`src/dma_queue_pkg.sv`:
```
// Constants, field layouts and types shared by the DMA queue control block
package dma_queue_pkg;

	// ----------------------------------------
	// Register byte offsets
	// ----------------------------------------
	localparam logic [7:0] OFS_IN_LIMITS   = 8'h88;
	localparam logic [7:0] OFS_DMA_SETUP   = 8'h90;
	localparam logic [7:0] OFS_FLAG_STYLE  = 8'h94;
	localparam logic [7:0] OFS_QUEUE_DEBUG = 8'h98;
	localparam logic [7:0] OFS_OP_DEBUG    = 8'h9c;
	localparam logic [7:0] OFS_IRQ_STATUS  = 8'ha0;
	localparam logic [7:0] OFS_IRQ_MASK    = 8'ha4;

	// ----------------------------------------
	// Reset values
	// ----------------------------------------
	localparam logic [31:0] DMA_SETUP_RST  = 32'h0000_0701;
	localparam logic [31:0] FLAG_STYLE_RST = 32'h2040_0000;
	localparam logic [7:0]  IN_LIMIT_RST   = 8'h3c;
	localparam logic [7:0]  OP_CODE_RST    = 8'hff;
	localparam logic [23:0] OP_ARG_RST     = 24'h00_0000;
	localparam logic [7:0]  LOAD_RST       = 8'h00;

	// ----------------------------------------
	// Field positions
	// ----------------------------------------
	localparam int IN_CMD_LOAD_LSB = 16;
	localparam int OUT_LOAD_LSB    = 8;
	localparam int IN_LOAD_LSB     = 0;
	localparam int OP_ARG_LSB      = 8;
	localparam int IRQ_SEQ_END     = 0;
	localparam int IRQ_SEQ_START   = 1;
	localparam int IRQ_W           = 2;

	// ----------------------------------------
	// Types
	// ----------------------------------------
	typedef struct packed {
		logic [18:0] unused_hi;
		logic [4:0]  stop_pulse_length;
		logic [2:0]  unused_lo;
		logic        open_drain;
		logic        polarity_flip;
		logic        demand_mode;
		logic        enable;
		logic        to_input;
	} dma_setup_t;

	typedef struct packed {
		logic o;
		logic oe;
	} pin_t;

	typedef enum {ST_IDLE, ST_XFER, ST_STOP} seq_state_t;

endpackage : dma_queue_pkg

```
`src/pin_drive.sv`:
```
// Output pin driver with polarity flip and open-drain option
module pin_drive
	import dma_queue_pkg::*;
(
	// Clock and reset
	input  wire logic clk_i,
	input  wire logic rst_i,
	// Control
	input  wire logic level_i,
	input  wire logic flip_i,
	input  wire logic open_drain_i,
	// Pin
	output pin_t      pin_o
);

	logic v;

	assign v = level_i ^ flip_i;

	// ----------------------------------------
	// Registered pin drive
	// ----------------------------------------
	always_ff @(posedge clk_i)
	begin
		if (rst_i)
		begin
			pin_o <= '{o: 1'b0, oe: 1'b1};
		end
		else if (open_drain_i)
		begin
			pin_o <= '{o: 1'b0, oe: ~v};
		end
		else
		begin
			pin_o <= '{o: v, oe: 1'b1};
		end
	end

endmodule : pin_drive

```
`src/stop_pulse_timer.sv`:
```
// Down counter that times the DMA stop pulse
module stop_pulse_timer
	import dma_queue_pkg::*;
(
	// Clock and reset
	input  wire logic       clk_i,
	input  wire logic       rst_i,
	// Control
	input  wire logic       start_i,
	input  wire logic [4:0] len_i,
	// Status
	output logic            busy_o,
	output logic            done_o
);

	logic [4:0] cnt_q;

	assign busy_o = (cnt_q != 5'h00);
	assign done_o = (cnt_q == 5'h01);

	// ----------------------------------------
	// Counter, never shorter than one cycle
	// ----------------------------------------
	always_ff @(posedge clk_i)
	begin
		if (rst_i)
			cnt_q <= 5'h00;
		else if (start_i)
			cnt_q <= (len_i == 5'h00) ? 5'h01 : len_i;
		else if (busy_o)
			cnt_q <= cnt_q - 5'h01;
	end

endmodule : stop_pulse_timer

```
`src/host_dma_queue_control.sv`:
```
// DMA setup, flow-control pins and queue debug views of the host bus interface
// What this block does
// - Stop pulse length is a 5-bit field, reset value 7
// - Larger variant: open-drain bit makes request, stop, interrupt outputs open-drain
// - Larger variant: polarity bit inverts request, stop and interrupt outputs together
// - Handshake only while enabled; mode bit picks demand or block transfer style
// - Direction bit picks input queue (1) or output queue (0); resets to 1
// - 32-bit flag style register, each bit dynamic or static, reset 0x20400000
// - Read-only 8-bit input load of current command, reset zero
// - Read-only total input load, 8 or 7 bits by variant, reset zero
// - Read-only output load, 8 or 7 bits; loads sampled unsynchronised
// - Smaller variant: read-only 24-bit argument of running operation, reset zero
// - Smaller variant: read-only 8-bit code of running operation, reset all ones
// - Programmable lower input-load limit governs DMA into input queue, reset 0x3C
//
// The implementer's own choice: the Wishbone slave port.
module host_dma_queue_control
	import dma_queue_pkg::*;
#(
	parameter bit IS_LARGE = 1'b1
)
(
	// Clock and reset
	input  wire logic        clk_i,
	input  wire logic        rst_i,
	// Wishbone slave
	input  wire logic        cyc_i,
	input  wire logic        stb_i,
	input  wire logic        we_i,
	input  wire logic [7:0]  adr_i,
	input  wire logic [3:0]  sel_i,
	input  wire logic [31:0] dat_i,
	output logic      [31:0] dat_o,
	output logic             ack_o,
	// Core side
	input  wire logic [7:0]  in_load_i,
	input  wire logic [7:0]  in_cmd_load_i,
	input  wire logic [7:0]  out_load_i,
	input  wire logic [7:0]  op_code_i,
	input  wire logic [23:0] op_arg_i,
	output logic      [31:0] flag_style_o,
	// DMA pins
	input  wire logic        dma_ack_i,
	output pin_t             dma_request_out_o,
	output pin_t             dma_stop_out_o,
	output pin_t             irq_out_o,
	// Interrupt
	output logic             irq_o
);

	// ----------------------------------------
	// Helpers
	// ----------------------------------------
	function automatic logic hit(input logic [7:0] a, input logic [7:0] ofs);
		hit = (a[7:2] == ofs[7:2]);
	endfunction : hit

	function automatic logic [7:0] load_mask(input logic [7:0] v);
		load_mask = IS_LARGE ? v : {1'b0, v[6:0]};
	endfunction : load_mask

	function automatic logic [31:0] merge(input logic [31:0] old, input logic [31:0] nw, input logic [3:0] sel);
		merge = old;
		for (int i = 0; i < 4; i++)
			if (sel[i])
				merge[i*8 +: 8] = nw[i*8 +: 8];
	endfunction : merge

	// ----------------------------------------
	// Registers
	// ----------------------------------------
	dma_setup_t       setup_q;
	logic [31:0]      flag_style_q;
	logic [7:0]       in_limit_q;
	logic [IRQ_W-1:0] irq_st_q;
	logic [IRQ_W-1:0] irq_mask_q;
	logic [7:0]       in_load_q;
	logic [7:0]       in_cmd_load_q;
	logic [7:0]       out_load_q;
	logic [7:0]       op_code_q;
	logic [23:0]      op_arg_q;
	logic             ack_s1_q;
	logic             ack_s2_q;
	logic             ack_s3_q;
	logic             dreq_q;
	seq_state_t       state_q;
	logic             req;
	logic             wr;
	logic             want;
	logic             timer_start;
	logic             stop_busy;
	logic             stop_done;
	logic [IRQ_W-1:0] irq_ev;
	logic             flip;
	logic             od;
	logic             irq_level;

	assign req          = cyc_i & stb_i & ~ack_o;
	assign wr           = req & we_i;
	assign flag_style_o = flag_style_q;
	assign flip         = IS_LARGE & setup_q.polarity_flip;
	assign od           = IS_LARGE & setup_q.open_drain;
	assign irq_level    = |(irq_st_q & irq_mask_q);

	// ----------------------------------------
	// Bus writes
	// ----------------------------------------
	always_ff @(posedge clk_i)
	begin
		if (rst_i)
		begin
			setup_q      <= DMA_SETUP_RST;
			flag_style_q <= FLAG_STYLE_RST;
			in_limit_q   <= IN_LIMIT_RST;
			irq_mask_q   <= '0;
		end
		else if (wr)
		begin
			if (hit(adr_i, OFS_DMA_SETUP))
				setup_q <= merge(setup_q, dat_i, sel_i);
			if (hit(adr_i, OFS_FLAG_STYLE))
				flag_style_q <= merge(flag_style_q, dat_i, sel_i);
			if (hit(adr_i, OFS_IN_LIMITS) && sel_i[0])
				in_limit_q <= load_mask(dat_i[7:0]);
			if (hit(adr_i, OFS_IRQ_MASK) && sel_i[0])
				irq_mask_q <= dat_i[IRQ_W-1:0];
		end
	end

	// ----------------------------------------
	// Bus answer
	// ----------------------------------------
	always_ff @(posedge clk_i)
	begin
		if (rst_i)
		begin
			ack_o <= 1'b0;
			dat_o <= '0;
		end
		else
		begin
			ack_o <= req;
			dat_o <= '0;
			if (req && !we_i)
			begin
				case (1'b1)
					hit(adr_i, OFS_DMA_SETUP):  dat_o <= setup_q;
					hit(adr_i, OFS_FLAG_STYLE): dat_o <= flag_style_q;
					hit(adr_i, OFS_IN_LIMITS):  dat_o <= {24'h00_0000, in_limit_q};
					hit(adr_i, OFS_QUEUE_DEBUG):
						dat_o <= {8'h00, in_cmd_load_q, out_load_q, in_load_q};
					hit(adr_i, OFS_OP_DEBUG):
						dat_o <= IS_LARGE ? 32'h0000_0000 : {op_arg_q, op_code_q};
					hit(adr_i, OFS_IRQ_STATUS): dat_o <= {{(32-IRQ_W){1'b0}}, irq_st_q};
					hit(adr_i, OFS_IRQ_MASK):   dat_o <= {{(32-IRQ_W){1'b0}}, irq_mask_q};
					default:                    dat_o <= '0;
				endcase
			end
		end
	end

	// ----------------------------------------
	// Core state samples
	// ----------------------------------------
	always_ff @(posedge clk_i)
	begin
		if (rst_i)
		begin
			in_load_q     <= LOAD_RST;
			in_cmd_load_q <= LOAD_RST;
			out_load_q    <= LOAD_RST;
			op_code_q     <= OP_CODE_RST;
			op_arg_q      <= OP_ARG_RST;
		end
		else
		begin
			in_load_q     <= load_mask(in_load_i);
			in_cmd_load_q <= in_cmd_load_i;
			out_load_q    <= load_mask(out_load_i);
			op_code_q     <= op_code_i;
			op_arg_q      <= op_arg_i;
		end
	end

	// ----------------------------------------
	// Acknowledge pin synchroniser
	// ----------------------------------------
	always_ff @(posedge clk_i)
	begin
		if (rst_i)
		begin
			ack_s1_q <= 1'b0;
			ack_s2_q <= 1'b0;
			ack_s3_q <= 1'b0;
		end
		else
		begin
			ack_s1_q <= dma_ack_i;
			ack_s2_q <= ack_s1_q;
			ack_s3_q <= ack_s2_q;
		end
	end

	// ----------------------------------------
	// Transfer sequence
	// ----------------------------------------
	assign want = setup_q.enable & (setup_q.to_input ? (in_load_q < in_limit_q) : (out_load_q != LOAD_RST));
	assign timer_start = (state_q == ST_XFER) && !want;

	always_ff @(posedge clk_i)
	begin
		if (rst_i)
			state_q <= ST_IDLE;
		else
		begin
			case (state_q)
				ST_IDLE:
					if (want)
						state_q <= ST_XFER;
				ST_XFER:
					if (!want)
						state_q <= ST_STOP;
				ST_STOP:
					if (stop_done)
						state_q <= ST_IDLE;
				default:
					state_q <= ST_IDLE;
			endcase
		end
	end

	// Demand mode follows the sequence; block mode holds until acknowledged
	always_ff @(posedge clk_i)
	begin
		if (rst_i)
			dreq_q <= 1'b0;
		else if (state_q == ST_IDLE && want)
			dreq_q <= 1'b1;
		else if (state_q != ST_XFER || !want)
			dreq_q <= 1'b0;
		else if (!setup_q.demand_mode && ack_s2_q && !ack_s3_q)
			dreq_q <= 1'b0;
	end

	stop_pulse_timer u_timer (
		.clk_i   (clk_i),
		.rst_i   (rst_i),
		.start_i (timer_start),
		.len_i   (setup_q.stop_pulse_length),
		.busy_o  (stop_busy),
		.done_o  (stop_done)
	);

	// ----------------------------------------
	// Interrupt status and output
	// ----------------------------------------
	assign irq_ev[IRQ_SEQ_END]   = timer_start;
	assign irq_ev[IRQ_SEQ_START] = (state_q == ST_IDLE) && want;

	always_ff @(posedge clk_i)
	begin
		if (rst_i)
			irq_st_q <= '0;
		else if (wr && hit(adr_i, OFS_IRQ_STATUS) && sel_i[0])
			irq_st_q <= (irq_st_q & ~dat_i[IRQ_W-1:0]) | irq_ev;
		else
			irq_st_q <= irq_st_q | irq_ev;
	end

	always_ff @(posedge clk_i)
	begin
		if (rst_i)
			irq_o <= 1'b0;
		else
			irq_o <= irq_level;
	end

	// ----------------------------------------
	// Pin drivers
	// ----------------------------------------
	pin_drive u_dreq (
		.clk_i        (clk_i),
		.rst_i        (rst_i),
		.level_i      (dreq_q),
		.flip_i       (flip),
		.open_drain_i (od),
		.pin_o        (dma_request_out_o)
	);

	pin_drive u_stop_pulse_length (
		.clk_i        (clk_i),
		.rst_i        (rst_i),
		.level_i      (stop_busy),
		.flip_i       (flip),
		.open_drain_i (od),
		.pin_o        (dma_stop_out_o)
	);

	pin_drive u_irq (
		.clk_i        (clk_i),
		.rst_i        (rst_i),
		.level_i      (irq_level),
		.flip_i       (flip),
		.open_drain_i (od),
		.pin_o        (irq_out_o)
	);

	// ----------------------------------------
	// Assertions
	// ----------------------------------------
	logic [5:0] busy_run_q;

	always_ff @(posedge clk_i)
	begin
		if (rst_i || !stop_busy)
			busy_run_q <= '0;
		else
			busy_run_q <= busy_run_q + 6'h01;
	end

	property p_stop_reset;
		@(posedge clk_i) rst_i |=> setup_q.stop_pulse_length == 5'h07;
	endproperty
	a_stop_reset: assert property (p_stop_reset) else $error("stop length reset wrong");

	property p_open_drain;
		@(posedge clk_i) disable iff (rst_i) od |=> dma_stop_out_o.o == 1'b0 && irq_out_o.o == 1'b0;
	endproperty
	a_open_drain: assert property (p_open_drain) else $error("open drain pin driven high");

	property p_polarity;
		@(posedge clk_i) disable iff (rst_i) !od |=> dma_stop_out_o.o == ($past(stop_busy) ^ $past(flip));
	endproperty
	a_polarity: assert property (p_polarity) else $error("stop pin polarity wrong");

	property p_enable;
		@(posedge clk_i) disable iff (rst_i) (!setup_q.enable && state_q == ST_IDLE) |=> !dreq_q;
	endproperty
	a_enable: assert property (p_enable) else $error("request while disabled");

	property p_dir_reset;
		@(posedge clk_i) rst_i |=> setup_q.to_input && !setup_q.enable;
	endproperty
	a_dir_reset: assert property (p_dir_reset) else $error("direction reset wrong");

	property p_flag_reset;
		@(posedge clk_i) rst_i |=> flag_style_o == FLAG_STYLE_RST;
	endproperty
	a_flag_reset: assert property (p_flag_reset) else $error("flag style reset wrong");

	property p_queue_read;
		@(posedge clk_i) disable iff (rst_i)
			(req && !we_i && hit(adr_i, OFS_QUEUE_DEBUG)) ##1 1'b1
			|-> ack_o && dat_o[23:16] == $past(in_cmd_load_q) && dat_o[15:8] == $past(out_load_q);
	endproperty
	a_queue_read: assert property (p_queue_read) else $error("queue debug read wrong");

	property p_op_reset;
		@(posedge clk_i) rst_i |=> op_code_q == OP_CODE_RST && op_arg_q == OP_ARG_RST;
	endproperty
	a_op_reset: assert property (p_op_reset) else $error("operation debug reset wrong");

	property p_pulse_len;
		@(posedge clk_i) disable iff (rst_i)
			$fell(stop_busy) |-> $past(busy_run_q) + 6'h01
				== (($past(setup_q.stop_pulse_length) == 5'h00) ? 6'h01 : {1'b0, $past(setup_q.stop_pulse_length)});
	endproperty
	a_pulse_len: assert property (p_pulse_len) else $error("stop pulse length wrong");

	property p_limit_reset;
		@(posedge clk_i) rst_i |=> in_limit_q == IN_LIMIT_RST;
	endproperty
	a_limit_reset: assert property (p_limit_reset) else $error("input limit reset wrong");

endmodule : host_dma_queue_control

```
`config.mk`:
```
export PLATFORM = sky130hd
export DESIGN_NAME = host_dma_queue_control
export DESIGN_NICKNAME = d
export VERILOG_FILES = /design/src/dma_queue_pkg.sv /design/src/pin_drive.sv /design/src/stop_pulse_timer.sv /design/src/host_dma_queue_control.sv
export SDC_FILE = /design/constraint.sdc
export NUM_CORES = 1
export LEC_CHECK = 0
export BUFFER_PORTS_ARGS = -buffer_cell sky130_fd_sc_hd__buf_2
export CAP_MARGIN = 20
export CELL_PAD_IN_SITES_DETAIL_PLACEMENT = 0
export CELL_PAD_IN_SITES_GLOBAL_PLACEMENT = 1
export CORE_ASPECT_RATIO = 2
export CORE_MARGIN = 4
export CORE_UTILIZATION = 35
export CTS_CLUSTER_DIAMETER = 40
export DETAILED_ROUTE_END_ITERATION = 16
export PLACE_DENSITY_LB_ADDON = 0.25
export SETUP_SLACK_MARGIN = 0.5
export SYNTH_ARGS = -nofsm -noshare
export SYNTH_HDL_FRONTEND = slang
export SYNTH_SLANG_ARGS = --single-unit
export TNS_END_PERCENT = 50
```
`constraint.sdc`:
```
create_clock -name clk_i -period 2 [get_ports clk_i]
set_input_delay 0.4 -clock clk_i [delete_from_list [all_inputs] [get_ports clk_i]]
set_output_delay 0.4 -clock clk_i [all_outputs]
set_load 0.02 [all_outputs]
```
== After elaboration in Yosys (flattened, before gate mapping) ==
Index checks and enable logic that the tools add are counted.

* Register bits: 181
* Input bits: 106

* Add/subtract/negate cells: 1
* Order comparisons: 1
* Equality and inequality tests: 15
* Mux-type cells: 19
* Bitwise operators: 18
* Reductions and logical operators: 36

{| class="wikitable"
|+ Operator list
! cell !! number
|-
| 2-to-1 mux 32 bit || 5
|-
| one-hot mux 32 bit (3 select lines) || 1
|-
| == test 32 x 2 -> 1 bit (second input constant) || 2
|-
| logical NOT 32 bit || 2
|-
| 2-to-1 mux 24 bit || 2
|-
| == test 6 bit (second input constant) || 7
|-
| == test 32 x 1 -> 1 bit (second input constant) || 1
|-
| != test 32 x 2 -> 1 bit (second input constant) || 1
|-
| AND reduction 3 bit || 9
|-
| 2-to-1 mux 5 bit || 3
|-
| logical AND 1 bit || 9
|-
| < comparator 8 bit || 1
|-
| 2-to-1 mux 2 bit || 4
|-
| nonzero test 8 bit || 1
|-
| OR reduction 2 bit || 4
|-
| != test 2 bit (second input constant) || 3
|-
| NOT 1 bit || 6
|-
| == test 5 x 1 -> 1 bit (second input constant) || 1
|-
| logical NOT 5 bit || 1
|-
| nonzero test 5 bit || 1
|-
| subtractor 5 x 1 -> 5 bit (second input constant) || 1
|-
| AND 1 bit || 4
|-
| AND 2 bit || 2
|-
| logical NOT 1 bit || 4
|-
| 8 further kinds || 15
|}

== Longest topological paths before layout ==
* Word-level depth: 8
* Mapped depth: 7
* Mapped depth without buffers: 7

== By module ==
From an unflattened synthesis, not the netlist that was laid out.

* Cell total of the unflattened synthesis: 558
* Area total of the unflattened synthesis: 5793.1 µm²

{| class="wikitable"
|+ By module, submodules not included
! module !! times used !! cells each !! area an instance (µm²) !! seq. area each (µm²)
|-
| host_dma_queue_control || 1 || 506 || 5263.8 || 2802.7
|-
| stop_pulse_timer || 1 || 37 || 322.8 || 100.1
|-
| pin_drive || 3 || 5 || 68.8 || 40.0
|}

== Least setup slack after synthesis ==
OpenSTA, ideal clock, no wires.

* Path kind: register to register
* From: reg in_limit_q[7]
* To: reg irq_st_q[1]
* Library setup time: 0.067 ns
* Arrival: 1.794 ns
* Slack: 0.139 ns
* Stages on the path, launching flop included: 8
* Buffers on the path: 0
* Period minus slack after synthesis: 1.861 ns
* Cell sequence: dfxtp_1 -> inv_1 -> ha_1 -> a21o_2 -> a221oi_2 -> o211ai_2 -> or3_4 -> o21ai_2

* Cells in the longest elaborated chain, start to end: 6
* Elaborated cells between the ends (all ways): 7
* Those cells by class: order compare (1); mux (2); bitwise (3); reduce/logical (1)

{| class="wikitable"
|+ Ends and longest elaborated chain
! element !! line !! RTL
|-
| start, declared || host_dma_queue_control.sv:74 || <nowiki>logic [7:0] in_limit_q;</nowiki>
|-
| start signal, assigned || host_dma_queue_control.sv:124 || <nowiki>in_limit_q <= load_mask(dat_i[7:0]);</nowiki>
|-
| < comparator 8 bit (*) || host_dma_queue_control.sv:207 || <nowiki>assign want = setup_q.enable & (setup_q.to_input ? (in_load_q < in_limit_q) : (out_load_q != LOAD_RST));</nowiki>
|-
| 2-to-1 mux 1 bit (*) || host_dma_queue_control.sv:207 ||
|-
| AND 1 bit (*) || host_dma_queue_control.sv:207 ||
|-
| logical AND 1 bit (*) || host_dma_queue_control.sv:258 || <nowiki>assign irq_ev[IRQ_SEQ_START] = (state_q == ST_IDLE) && want;</nowiki>
|-
| OR 2 bit (on tied branches) || host_dma_queue_control.sv:267, host_dma_queue_control.sv:265 ||
|-
| 2-to-1 mux 2 bit (*) || host_dma_queue_control.sv:264 || <nowiki>else if (wr && hit(adr_i, OFS_IRQ_STATUS) && sel_i[0])</nowiki>
|-
| end signal, assigned || host_dma_queue_control.sv:265 || <nowiki>irq_st_q <= (irq_st_q & ~dat_i[IRQ_W-1:0]) | irq_ev;</nowiki>
|-
| end signal, assigned || host_dma_queue_control.sv:267 || <nowiki>irq_st_q <= irq_st_q | irq_ev;</nowiki>
|-
| end, declared || host_dma_queue_control.sv:75 || <nowiki>logic [IRQ_W-1:0] irq_st_q;</nowiki>
|}

Mark *: on every way between the ends. The rest lies on a longest branch, timed or not.
A chain may end at the register's enable or synchronous reset.

== Final worst setup path ==
* From: reg in_limit_q[5]
* To: reg irq_st_q[1]

The elaborated chain is that of the path after synthesis.

==> flow_summary.toml <==
[clocking]
tritoncts_clock_tree = "yes"
clkSlewWorstSetupHoldPaths_ns = 0.06
cts_num_sinks = 151
hold_buffers = 0
clock_latency_late_sink_ns = 0.42
htree_levels = 4
clock_tree.buffer_depth = 2
cts-buffers-inserted = 17
clockRootBuffer = "clkbuf_16"

[timing]
totalNegativeSetupSlack_ns = 0
rsz0062_at_grt = "true"
report.final.setup_viol = 0
timing_hold_violations_final = 0
timing.final.max_slew_violations = 0
worst-slew-pin-transition_ns = 0.511
layout_min_cycle_time_ns = 1.85
max-slew-margin-rel = 0.659
fmaxAchievable_mhz = 540
post-route-period-util = 0.926
fin_worst_skew_ns = 0.00715

[critical_path]
setup.worst_path.class = "reg2reg"
cp_slowest_stage_delay_ns = 0.41
timing.critical_path.required_ns = 2.36
critical-path-top-delay-family = "compound AO/OA/AOI/OAI gates"
cp_max_fanout = 3
endpoint_kind = "flop"
worstPathArrival_ns = 2.21
critical_path_buffer_and_inverter_count = 1
critical_path.slowest_cell = "or3_4"
critPathLaunchType = "flop"
crit_chain = "inv_1 -> ha_4 -> a21o_2 -> a221oi_4 -> o211ai_2 -> or3_4 -> o21ai_2"

[yosys]
adder_cell_area_share_of_the_yosys_netlist = 0.0209
post_synth_and_or_nand_nor_area_fraction = 0.197
synth_ff_type = "dfxtp_1"
synth_area_leaders = "dfxtp_1 51%, mux2i_1 15%, nor2_1 7.5%"
synth.cell_area_um2 = 5970
ys_seq_area_frac = 0.506
synth-compound-area-share = 0.0727
synth_top_family_by_area = "simple AND/OR/NAND/NOR gates"
synth_cell_types = 53
avgSynthCellArea_um2 = 9.89
synthXorXnorAreaFrac = 0.00880
synth_enable_flop_cells = 0
count_of_mapped_cells_out_of_synthesis = 604
postSynthNetCount = 720
synth_top_area_frac = 0.506
ys.warnings.count = 0
yosys-mux-area-fraction = 0.160
synth-async-reset-ratio = 0
post-synth-top-area-cell = "dfxtp_1"
yosys_register_bits = 151

[detailed_routing]
route.detailed.wl_per_inst_um = 17.0
detail-route-antenna-nets = 0
post_drt_via_cell_ratio = 4.96
detail_route.iter0.violations = 177
drc = 0
drt-pass1-iter-count = 6
routed-via-count = 4885
finalWirelength_um = 16800

[pwr]
power.density_cell_area_nw_per_um2 = 892
seq_power_share = 0.453
total_power_mw = 7.00
vdd_drop_max_uv = 710
cell_internal_pwr_mw = 5.22
swShare = 0.254
combPwrFrac = 0.114
pwr-share-clk = 0.433
power.leakage_nw = 3.70
net-switching-power_mw = 1.78

[placement]
dp_hpwl_um = 12400
io_buffer_count = 143
gp_congestion = 0.825

[floorplan]
die_w_um = 100
die_h_um = 193
core_area_um2 = 16800
rows = 67
ios = 178
initial_standard_cell_utilization_of_the_core = 0.356
die_area_um2 = 19300

[flow_run]
max_cap_violations = 0

[cells_and_area]
final-seq-area_um2 = 3030
areaGrowthSynthToFinish_pct = 31.3
multi_input_comb_area_um2 = 2940
antenna-diode-count = 0
layout_net_count = 881
n_fill_cell = 1663
share_of_cells_above_drive_strength_1 = 0.342

[grt]
initial_antenna_violation_count = 0
overflow_left_after_global_routing = 0
maximum_number_of_pins_on_one_net_before_global_route_repair = 75
grt_use_total = 0.175
first_pass_grt_wire_length_um = 25800
via_count_of_the_first_global_routing_pass = 5120

[min_path]
hold_path.class = "in2reg"

[run_status]
status = "finished, final reports clean"
-- power groups by stage --
stage	combinational, mW	clock, mW	sequential [mW]
floorplan	0.468	0	3.23
global placement	0.716	0	3.23
detailed placement	0.737	0	3.23
CTS	0.765	3.12	3.17
global route	0.887	3.23	3.18
finish	0.797	3.03	3.17
-- worst register-to-register path, cell delays in order (launching register included) --
cell      delay [ns]
dfxtp_2         0.34
inv_1           0.06
ha_4            0.22
a21o_2          0.21
a221oi_4        0.30
o211ai_2        0.15
or3_4           0.41
o21ai_2         0.11
-- cell usage in the layout, fill, tap and decap left out, types with 4 or more instances in the layout --
| cell | count |
|---|---|
| inv_1 | 11 |
| dfxtp_2 | 9 |
| nor3b_1 | 4 |
| mux2_2 | 6 |
| ha_1 | 7 |
| a222oi_1 | 6 |
| clkinvlp_4 | 4 |
| clkbuf_16 | 17 |
| nor3_1 | 8 |
| a21oi_2 | 5 |
| buf_4 | 27 |
| nand3_1 | 18 |
| buf_2 | 142 |
| xnor2_1 | 4 |
| mux2i_1 | 89 |
| nor2_1 | 116 |
| a21oi_1 | 28 |
| buf_6 | 6 |
| dfxtp_1 | 142 |
| o21ai_1 | 5 |
| nor2b_1 | 29 |
| nand2_1 | 22 |
| clkinv_2 | 4 |
-- what timing repair did --
action / 4_1_cts / 5_1_grt
buffers inserted: 5 / 0
setup endpoints to repair: 64 / 74
resized for setup: 25 / 18
pin swaps: 9 / 12
-- routing by layer --
metal | share of wire | up-vias | global-route usage | routed length [um]
li1 | - | 2383 | - | -
met1 | 0.36 | 2343 | 0.171 | 6070
met2 | 0.56 | 130 | 0.333 | 9350
met3 | 0.050 | 29 | 0.0438 | 840
met4 | 0.030 | 0 | 0.0841 | 495
met5 | 0 | - | 0 | 0
-- cell type report --
| cell class | instances | area share |
|---|---|---|
| repair buffers | 176 | 0.128 |
| clock inverters | 14 | 0.0158 |
| inverters | 13 | 0.00622 |
| well taps | 207 | 0.0330 |
| multi-input cells | 406 | 0.375 |
| clock buffers | 18 | 0.0560 |
| flip-flops and latches | 151 | 0.387 |
-- through the flow --
step,hold slack (ns),setup WS (ns),util,std cells,cell area [um^2]
floorplan,0.414,0.177,-,604,6020
global route,0.177,0.0672,0.468,985,7850
global placement,0.439,0.00778,0.421,948,7050
CTS,0.167,0.104,0.464,985,7780
detailed placement,0.445,0.00336,0.421,948,7050
finish,0.185,0.148,0.468,985,7850
-- flip-flops by register name, summed over array words and instances, names as in the netlist --
name,cells
out_load_q,8
u_irq.pin_o,2
irq_mask_q,2
ack_s3_q,1
u_timer.cnt_q,5
ack_s2_q,1
flip,1
dreq_q,1
ack_o,1
in_cmd_load_q,8
od,1
in_load_q,8
u_dreq.pin_o,2
flag_style_o,32
u_stop_pulse_length.pin_o,2
ack_s1_q,1
in_limit_q,8
irq_o,1
state_q,2
dat_o,32
irq_st_q,2
setup_q,30
-- logic make-up (layout without fill, tap and decap cells) --
group,after synthesis,in the layout
adder cells (fa/ha/maj),10,10
AO/OA/AOI/OAI,63,63
AND/OR/NAND/NOR,232,232
multiplexers,95,95
buffers and inverters,47,221
flip-flops,151,151
XOR/XNOR,6,6
-- final timing paths --
check                     endpoint              from  cells after the start  slack (ns)
setup reg to reg       irq_st_q[1]     in_limit_q[5]                      7        0.15
setup / recovery       irq_st_q[1]     in_limit_q[5]                      7        0.15
hold / removal    in_cmd_load_q[1]  in_cmd_load_i[1]                      2        0.18
hold reg to reg           ack_s2_q          ack_s1_q                      1        0.45
-- cells in the mapped netlist (all sizes together), types with 2 or more instances --
library cell / instances
mux2i: 89
buf: 15
inv: 13
o211ai: 3
and4b: 4
a21o: 2
nand2: 26
nor2b: 29
nor3b: 5
a222oi: 6
xnor2: 4
dfxtp: 151
nand2b: 3
nor2: 119
mux2: 6
nand3: 20
nand3b: 3
nor4: 2
and3: 2
nand4b: 2
a21oi: 33
o21ai: 9
nor3: 8
or3: 2
ha: 10
xor2: 2
nand4: 3
clkbuf: 19
a2bb2oi: 2
Note: power is estimated with default switching activity, not from simulation.
